===== config.mk =====
export PLATFORM = sky130hd
export DESIGN_NAME = ddbp_framer
export DESIGN_NICKNAME = d
export VERILOG_FILES = /design/src/rtl/ddbp_pkg.sv /design/src/rtl/ddbp_framer.sv
export VERILOG_INCLUDE_DIRS = /design/src /design/src/rtl
export SDC_FILE = /design/constraint.sdc
export NUM_CORES = 1
export LEC_CHECK = 0
export CORE_MARGIN = 4
export CORE_UTILIZATION = 35
export CTS_CLUSTER_DIAMETER = 40
export DETAILED_ROUTE_END_ITERATION = 12
export DONT_BUFFER_PORTS = 1
export HOLD_SLACK_MARGIN = 0.12
export PLACE_DENSITY = 0.5
export SLEW_MARGIN = 20
export SYNTH_ARGS = -nofsm -noshare
export SYNTH_HDL_FRONTEND = slang
export SYNTH_SLANG_ARGS = --single-unit

===== constraint.sdc =====
create_clock -name mclk_in -period 3.88 [get_ports mclk_in]
set_clock_uncertainty 0.1 [all_clocks]
set_input_delay 0.776 -clock mclk_in [delete_from_list [all_inputs] [get_ports mclk_in]]
set_output_delay 0.776 -clock mclk_in [all_outputs]
set_load 0.05 [all_outputs]

===== src/rtl/ddbp_regs.svh =====
// Constants of the download data block packetizer
`ifndef DDBP_REGS_SVH
`define DDBP_REGS_SVH

// Transport header
`define DDBP_SYNC_BYTE 8'h47
`define DDBP_TEI 1'h0
`define DDBP_PUSI 1'h1
`define DDBP_PRIO 1'h0
`define DDBP_SCRAMBLE 2'h0
`define DDBP_AFC 2'h1
`define DDBP_CC_RST 4'h0
`define DDBP_POINTER 8'h00

// Section header
`define DDBP_TABLE_ID 8'h3C
`define DDBP_SSI 1'h0
`define DDBP_RSVD2 2'h3
`define DDBP_CNI 1'h1
`define DDBP_SECT_FIXED 12'h01B

// Message header
`define DDBP_PROTO_DISC 8'h11
`define DDBP_DSMCC_TYPE 8'h03
`define DDBP_MSG_ID 16'h1003
`define DDBP_RSVD_BYTE 8'hFF
`define DDBP_ADAPT_LEN 8'h00
`define DDBP_MSG_FIXED 16'h0006

// Trailer and packet geometry
`define DDBP_CHECKSUM 32'h00000000
`define DDBP_PAD_BYTE 8'hFF
`define DDBP_PKT_LAST 8'hBB
`define DDBP_HDR_LEN 8'h1F
`define DDBP_SUM_LEN 8'h04
`define DDBP_MAX_PAY 8'h99

`endif


===== src/rtl/ddbp_pkg.sv =====
// Types of the download data block packetizer
package ddbp_pkg;

    // Packet sequencer states
    typedef enum logic [1:0] {
        DDBP_IDLE,
        DDBP_RUN,
        DDBP_DRAIN
    } ddbp_state_t;

endpackage


===== src/rtl/ddbp_framer.sv =====
// Framer that emits one transport packet holding a download data block
//
// How it works
// - Payload unit start bit is one since the section starts here.
// - Configured 13-bit packet identifier goes into the header.
// - Scrambling control bits are zero: payload is unscrambled.
// - Adaptation field control is 01: payload only.
// - First payload byte is a zero pointer.
// - Table identifier byte is 0x3C for download data blocks.
// - Syntax indicator zero; private bit is its inverse.
// - Every reserved bit and byte is sent as all ones.
// - Section length counts extension through checksum end.
// - Table identifier extension copies the module identifier.
// - Section version is low five bits of module version.
// - Current/next bit is always one.
// - Section number is low block number byte; last is configured.
// - Download identifier carries the configured carousel identifier.
// - Adaptation length is zero, no time stamp inserted.
// - Message length counts bytes after it, excluding checksum.
// - Block header carries the 16-bit module identifier.
// - Block number gives position in module, first is zero.
// - Module data bytes are copied unchanged as N-byte payload, N cut to 153.
// - Checksum trailer is written as zero: none computed.
`timescale 1ns/1ns
`include "ddbp_regs.svh"

module ddbp_framer (
    input wire logic mclk_in,                 // 25 MHz clock
    input wire logic rst_b_in,                // Sync reset, active low
    input wire logic start_in,                // Start a packet (idle only)
    input wire logic [12:0] pid_in,           // Packet identifier
    input wire logic [15:0] module_id_in,     // Module identifier
    input wire logic [7:0] module_version_in, // Module version
    input wire logic [15:0] block_number_in,  // Block position in module
    input wire logic [7:0] last_section_in,   // Last section number
    input wire logic [31:0] download_id_in,   // Carousel identifier
    input wire logic [7:0] block_len_in,      // Payload bytes N
    input wire logic [7:0] data_in,           // Module data byte
    input wire logic data_valid_in,           // Module data byte valid
    output logic data_ready_out,              // Module data byte taken
    output logic [7:0] ts_data_out,           // Packet byte
    output logic ts_valid_out,                // Packet byte valid
    output logic ts_sop_out,                  // First byte of packet
    output logic ts_eop_out,                  // Last byte of packet
    input wire logic ts_ready_in,             // Sink takes byte
    output logic busy_out                     // Packet in progress
);

    ddbp_pkg::ddbp_state_t state;
    ddbp_pkg::ddbp_state_t next_state;
    logic [7:0] pos;
    logic [7:0] next_pos;

    // Configuration captured at start
    // Held for the whole packet so inputs may change after start
    logic [12:0] cfg_pid;
    logic [12:0] next_cfg_pid;
    logic [15:0] cfg_mod_id;
    logic [15:0] next_cfg_mod_id;
    logic [7:0] cfg_mod_ver;
    logic [7:0] next_cfg_mod_ver;
    logic [15:0] cfg_blk;
    logic [15:0] next_cfg_blk;
    logic [7:0] cfg_last;
    logic [7:0] next_cfg_last;
    logic [31:0] cfg_dl_id;
    logic [31:0] next_cfg_dl_id;
    logic [7:0] cfg_len;
    logic [7:0] next_cfg_len;
    logic [3:0] cfg_cc;
    logic [3:0] next_cfg_cc;

    // Continuity tracking across packets
    // Remembered only once a packet has loaded its last byte
    logic [3:0] cc;
    logic [3:0] next_cc;
    logic [12:0] last_pid;
    logic [12:0] next_last_pid;
    logic pid_seen;
    logic next_pid_seen;

    // Output byte register
    logic [7:0] next_ts_data;
    logic next_ts_valid;
    logic next_ts_sop;
    logic next_ts_eop;

    // Derived lengths and phase borders
    logic [11:0] sect_len;
    logic [15:0] msg_len;
    logic [7:0] pay_end;
    logic [7:0] sum_end;
    logic [7:0] sum_idx;
    logic [7:0] hdr_byte;
    logic [7:0] cur_byte;
    logic in_pay;
    logic out_free;
    logic load;
    logic [31:0] checksum;

    // Lengths grow with the payload; fixed parts are constants
    // Clamping N to 153 keeps both inside their field widths
    assign sect_len = `DDBP_SECT_FIXED + {4'h0, cfg_len};
    assign msg_len = `DDBP_MSG_FIXED + {8'h00, cfg_len};
    assign pay_end = `DDBP_HDR_LEN + cfg_len;
    assign sum_end = pay_end + `DDBP_SUM_LEN;
    assign sum_idx = pos - pay_end;
    assign checksum = `DDBP_CHECKSUM;

    // Phase and handshake terms
    assign in_pay = (pos >= `DDBP_HDR_LEN) && (pos < pay_end);
    // Free when empty, or when the held byte is taken this edge
    assign out_free = !ts_valid_out || ts_ready_in;
    // Payload bytes stall the packet until the source offers one
    assign load = (state == ddbp_pkg::DDBP_RUN) && out_free &&
                  (!in_pay || data_valid_in);
    assign data_ready_out = (state == ddbp_pkg::DDBP_RUN) && out_free &&
                            in_pay;
    assign busy_out = (state != ddbp_pkg::DDBP_IDLE);

    // Fixed header bytes by position
    // Message header constants at 13 to 16 are not configurable
    always_comb begin
        hdr_byte = `DDBP_PAD_BYTE;
        unique case (pos)
            8'h00: hdr_byte = `DDBP_SYNC_BYTE;
            8'h01: hdr_byte = {`DDBP_TEI, `DDBP_PUSI, `DDBP_PRIO,
                               cfg_pid[12:8]};
            8'h02: hdr_byte = cfg_pid[7:0];
            8'h03: hdr_byte = {`DDBP_SCRAMBLE, `DDBP_AFC,
                               cfg_cc};
            8'h04: hdr_byte = `DDBP_POINTER;
            8'h05: hdr_byte = `DDBP_TABLE_ID;
            8'h06: hdr_byte = {`DDBP_SSI, ~`DDBP_SSI, `DDBP_RSVD2,
                               sect_len[11:8]};
            8'h07: hdr_byte = sect_len[7:0];
            8'h08: hdr_byte = cfg_mod_id[15:8];
            8'h09: hdr_byte = cfg_mod_id[7:0];
            8'h0A: hdr_byte = {`DDBP_RSVD2, cfg_mod_ver[4:0],
                               `DDBP_CNI};
            8'h0B: hdr_byte = cfg_blk[7:0];
            8'h0C: hdr_byte = cfg_last;
            8'h0D: hdr_byte = `DDBP_PROTO_DISC;
            8'h0E: hdr_byte = `DDBP_DSMCC_TYPE;
            8'h0F: hdr_byte = 8'(`DDBP_MSG_ID >> 8);
            8'h10: hdr_byte = 8'(`DDBP_MSG_ID & 16'h00FF);
            8'h11: hdr_byte = cfg_dl_id[31:24];
            8'h12: hdr_byte = cfg_dl_id[23:16];
            8'h13: hdr_byte = cfg_dl_id[15:8];
            8'h14: hdr_byte = cfg_dl_id[7:0];
            8'h15: hdr_byte = `DDBP_RSVD_BYTE;
            8'h16: hdr_byte = `DDBP_ADAPT_LEN;
            8'h17: hdr_byte = msg_len[15:8];
            8'h18: hdr_byte = msg_len[7:0];
            8'h19: hdr_byte = cfg_mod_id[15:8];
            8'h1A: hdr_byte = cfg_mod_id[7:0];
            8'h1B: hdr_byte = cfg_mod_ver;
            8'h1C: hdr_byte = `DDBP_RSVD_BYTE;
            8'h1D: hdr_byte = cfg_blk[15:8];
            8'h1E: hdr_byte = cfg_blk[7:0];
            default: hdr_byte = `DDBP_PAD_BYTE;
        endcase
    end

    // Byte for the current position across all phases
    always_comb begin
        cur_byte = `DDBP_PAD_BYTE;
        if (pos < `DDBP_HDR_LEN) begin
            cur_byte = hdr_byte;
        end else if (in_pay) begin
            cur_byte = data_in;
        end else if (pos < sum_end) begin
            // Checksum word follows the payload, MSB first
            unique case (sum_idx[1:0])
                2'h0: cur_byte = checksum[31:24];
                2'h1: cur_byte = checksum[23:16];
                2'h2: cur_byte = checksum[15:8];
                2'h3: cur_byte = checksum[7:0];
            endcase
        end
    end

    // Sequencer, configuration capture and continuity next values
    always_comb begin
        next_state = state;
        next_pos = pos;
        next_cfg_pid = cfg_pid;
        next_cfg_mod_id = cfg_mod_id;
        next_cfg_mod_ver = cfg_mod_ver;
        next_cfg_blk = cfg_blk;
        next_cfg_last = cfg_last;
        next_cfg_dl_id = cfg_dl_id;
        next_cfg_len = cfg_len;
        next_cfg_cc = cfg_cc;
        next_cc = cc;
        next_last_pid = last_pid;
        next_pid_seen = pid_seen;
        unique case (state)
            ddbp_pkg::DDBP_IDLE: begin
                // A start seen in any other state is ignored
                if (start_in) begin
                    next_state = ddbp_pkg::DDBP_RUN;
                    next_pos = 8'h00;
                    next_cfg_pid = pid_in;
                    next_cfg_mod_id = module_id_in;
                    next_cfg_mod_ver = module_version_in;
                    next_cfg_blk = block_number_in;
                    next_cfg_last = last_section_in;
                    next_cfg_dl_id = download_id_in;
                    // Oversize blocks are cut to fit one packet
                    next_cfg_len = (block_len_in > `DDBP_MAX_PAY) ?
                                   `DDBP_MAX_PAY : block_len_in;
                    // A new PID restarts its counter at zero
                    next_cfg_cc = (pid_seen && pid_in == last_pid) ?
                                  cc : `DDBP_CC_RST;
                end
            end
            ddbp_pkg::DDBP_RUN: begin
                if (load) begin
                    // Last byte loaded; counter steps for the next packet
                    if (pos == `DDBP_PKT_LAST) begin
                        next_state = ddbp_pkg::DDBP_DRAIN;
                        next_cc = cfg_cc + 4'h1;
                        next_last_pid = cfg_pid;
                        next_pid_seen = 1'b1;
                    end else begin
                        next_pos = pos + 8'h01;
                    end
                end
            end
            ddbp_pkg::DDBP_DRAIN: begin
                // Busy stays up until the sink takes the last byte
                if (ts_ready_in) begin
                    next_state = ddbp_pkg::DDBP_IDLE;
                end
            end
            default: begin
                next_state = ddbp_pkg::DDBP_IDLE;
            end
        endcase
    end

    // Output byte register next values
    // A loaded byte waits here until taken, so a stall loses nothing
    always_comb begin
        next_ts_data = ts_data_out;
        next_ts_valid = ts_valid_out;
        next_ts_sop = ts_sop_out;
        next_ts_eop = ts_eop_out;
        if (load) begin
            next_ts_data = cur_byte;
            next_ts_valid = 1'b1;
            next_ts_sop = (pos == 8'h00);
            next_ts_eop = (pos == `DDBP_PKT_LAST);
        end else if (ts_ready_in) begin
            next_ts_valid = 1'b0;
        end
    end

    // State registers
    // Reset also forgets the last PID, so the next counter starts at 0
    always_ff @(posedge mclk_in) begin
        if (!rst_b_in) begin
            state <= ddbp_pkg::DDBP_IDLE;
            pos <= 8'h00;
            cfg_pid <= 13'h0000;
            cfg_mod_id <= 16'h0000;
            cfg_mod_ver <= 8'h00;
            cfg_blk <= 16'h0000;
            cfg_last <= 8'h00;
            cfg_dl_id <= 32'h00000000;
            cfg_len <= 8'h00;
            cfg_cc <= `DDBP_CC_RST;
            cc <= `DDBP_CC_RST;
            last_pid <= 13'h0000;
            pid_seen <= 1'b0;
            ts_data_out <= 8'h00;
            ts_valid_out <= 1'b0;
            ts_sop_out <= 1'b0;
            ts_eop_out <= 1'b0;
        end else begin
            state <= next_state;
            pos <= next_pos;
            cfg_pid <= next_cfg_pid;
            cfg_mod_id <= next_cfg_mod_id;
            cfg_mod_ver <= next_cfg_mod_ver;
            cfg_blk <= next_cfg_blk;
            cfg_last <= next_cfg_last;
            cfg_dl_id <= next_cfg_dl_id;
            cfg_len <= next_cfg_len;
            cfg_cc <= next_cfg_cc;
            cc <= next_cc;
            last_pid <= next_last_pid;
            pid_seen <= next_pid_seen;
            ts_data_out <= next_ts_data;
            ts_valid_out <= next_ts_valid;
            ts_sop_out <= next_ts_sop;
            ts_eop_out <= next_ts_eop;
        end
    end

endmodule


==> summary.md <==
| Metric | Value |
|---|---|
| Status | `completed` |
| Synth Instances | `981` |
| GR Util All Layers | `0.205` |
| Hold Buf Count CTS | `0` |
| Fin. Hold Viols | `0` |
| Final max-slew violation count | `0` |
| Predominant post-synthesis flop cell | `dfxtp_1` |
| Leading area contributor after synthesis | `dfxtp_1` |
| CP Max Fanout | `5` |
| Worst Path Buf+Inv | `2` |
| Synth Area in Compound Gates | `0.259` |
| Clk sink count | `144` |
| Area of the mapped netlist | `7690 sq um` |
| Adder-Cell Fraction of Synth Area | `0.0390` |
| Simple-gate portion of the synthesized area | `0.235` |
| Top cell type's share of synthesized area | `0.375` |
| Critical-path cell list | `inv_4 -> ha_4 -> nand2b_4 -> o31ai_2 -> xor2_1 -> ha_1 -> a21oi_2 -> a21boi_1 -> or4_4 -> nor2_4 -> buf_12` |
| Slew headroom | `0.368` |
| Drt wl/cell | `20.3 um` |
| CORE AREA | `21300 sq um` |
| Xor and xnor area share after synthesis | `0.0342` |
| Tmin final | `3.76 ns` |
| Vias | `6837` |
| WP data required | `3.00 ns` |
| Fmax achieved | `266 MHz` |
| CP Capture Type | `primary output` |
| Clk buf depth | `2` |
| Via count of the first global-routing pass | `6512` |
| CTS tree | `done` |
| Slew @ Worst Pin | `0.939 ns` |
| Via-to-Cell Ratio | `5.47` |
| Asr flop ratio synth | `0` |
| Power Density | `425 nW/um^2` |
| Slowest library cell on the worst path | `or4_4` |
| Root Buffer | `clkbuf_16` |
| Leakage | `3.19 nW` |
| Cell variety after synth | `64` |
| HP Class | `reg -> reg` |
| Layout cells sized above 1 | `0.0891` |
| R2r worst-path depth | `17` |
| Arrival time of the worst setup path | `2.88 ns` |
| Placed cells | `1214` |
| Most frequent cells in the layout | `nand2_1, dfxtp_1, a21boi_0` |
| Initial antenna violation count | `0` |
| # setup viols final | `0` |
| Full die area | `24400 sq um` |
| Hold depth | `2` |
| CP Class | `reg -> out` |
| Ports | `127` |
| Largest net degree at the start of global routing | `142` |
| Die Y | `156 um` |
| Largest family of logic cells by synthesized area | `compound AO/OA/AOI/OAI gates` |
| Total Wirelength | `25400 um` |
| RePlAce Congestion | `0.972` |
| TNS Setup | `0 ns` |
| Seq cells post-synth | `144` |
| DR DRC count | `0` |
| Port bufs | `0` |
| Clock Latency Late Sink | `0.44 ns` |
| Clk slew on worst S/H paths | `0.07 ns` |
| CTS Buf Count | `17` |
| VDD IR max | `0.000250 V` |
| Detail Route Antenna Nets | `0` |
| Most common cell after layout, fill and taps aside | `nand2_1` |
| Die width | `156 um` |
| Total gr overflow | `0` |
| Post-synthesis mux area share | `0.0119` |
| Max cap viols | `0` |
| Largest cells by area after synthesis | `dfxtp_1, nand2_1, a21boi_0` |
| Worst path max stage delay | `0.56 ns` |
| Antenna diode count | `0` |
| TritonRoute pass-1 iters | `6` |
| Cell family with most CP delay | `simple AND/OR/NAND/NOR gates` |
| Post-Layout Cell Count | `1251` |
| Yosys Warn Count | `0` |
| Hpwl dp | `18600 um` |
| Syn Nets | `1119` |
| FP Rows | `53` |
| Nets | `1101` |
| Post-synth EDFFs | `0` |
| Initial core utilization | `0.361` |
| Crit start category | `register` |
| 1st-iter DRT viols | `600` |
| Syn Area/Cell | `7.84 sq um` |
| Syn-to-layout area delta | `13.4%` |
| Register area share after synthesis | `0.375` |
| First-pass GRT wire length | `38600 um` |
| Final worst path period share | `0.968` |
| H-tree Lvls | `4` |
| Stages on the worst setup path | `11` |
## per-stage QoR
step                      area (sq um)  power (mW)  utilization  setup WS (ns)  hold slack [ns]
after floorplan                   7700        1.95            -          0.151            0.340
after global placement            8020        2.07        0.377          0.120            0.351
after detailed placement          8020        2.07        0.377         0.0246            0.352
after CTS                         8660        3.73        0.407         0.0279            0.363
after global routing              8720        3.87        0.410        -0.0109            0.365
final                             8720        3.71        0.410          0.125            0.361
## power by group
part	total [mW]	internal, mW	switching (mW)
logic	0.406	0.166	0.240
clock network	1.66	0.942	0.715
registers	1.65	1.55	0.0938
## timing repair
item / CTS / global route
pin swaps: 2 / 7
gates resized for setup: 6 / 10
endpoints found under the hold margin: 0 / 0
buffers inserted: 4 / 1
endpoints found under the setup margin: 1 / 13
## routing by layer
layer / wire length, um / GRT usage / vias up
met5: 0 / 0 / -
met4: 519 / 0.0599 / 0
met3: 1940 / 0.0567 / 30
met2: 11300 / 0.309 / 223
met1: 11600 / 0.287 / 3200
li1: - / - / 3384
## kinds of logic (layout without fill, tap and decap cells)
group,Yosys count,in the layout
xor gates and xnor gates,30,30
and+or+nand+nor,410,410
adders and majority gates,24,24
buffers and inverters,89,84
DFF,144,144
muxes,9,9
AOI/OAI and AO/OA,275,275
## worst min-delay path, stage by stage (launching register included)
cell	delay, ns
dfxtp_1	0.31
nand2_1	0.04
a21boi_0	0.06
## area by class of cell
| type | count | area, sq um |
|---|---|---|
| clock buffer | 19 | 453 |
| clock inverter | 13 | 146 |
| fill | 2203 | 12600 |
| inverter | 16 | 62.6 |
| multi-input combinational | 748 | 4530 |
| sequential | 144 | 2880 |
| tap | 275 | 344 |
| timing repair buffer | 36 | 295 |
## final timing paths
path,startpoint,endpoint,slack [ns]
worst min-delay path,cfg_dl_id[21]$_SDFFE_PN0P_,cfg_dl_id[21]$_SDFFE_PN0P_,0.36
worst max-delay path,cfg_len[1]$_SDFFE_PN0P_,data_ready_out,0.12
worst min register to register,cfg_dl_id[21]$_SDFFE_PN0P_,cfg_dl_id[21]$_SDFFE_PN0P_,0.36
worst max register to register,cfg_len[1]$_SDFFE_PN0P_,ts_data_out[5]$_SDFFE_PN0P_,0.34
## cell usage after synthesis, drive strengths merged, types with 4 or more instances
cell and count:
a211oi 4, a21boi 115, a21oi 28, a221oi 6
a22o 5, a22oi 17, a31oi 10, a32o 5
a32oi 5, and2 8, and3 12, buf 18
clkbuf 55, dfxtp 144, ha 24, inv 16
mux2i 8, nand2 265, nand2b 6, nand3 24
nand3b 5, nand4 12, nor2 35, nor2b 14
nor3 9, nor4 6, o2111ai 4, o211a 5
o21a 4, o21ai 31, o31ai 8, xnor2 23
xor2 7
## state kept, by name, indices dropped and copies added (netlist names)
signal,flops
cfg_dl_id,32
cfg_blk,16
ts_data_out,8
cfg_mod_id,16
state,2
cfg_cc,4
cfg_mod_ver,8
last_pid,13
ts_eop_out,1
cfg_pid,13
ts_valid_out,1
pid_seen,1
pos,8
cc,4
ts_sop_out,1
cfg_last,8
cfg_len,8
Note: power is estimated with default switching activity, not from simulation.
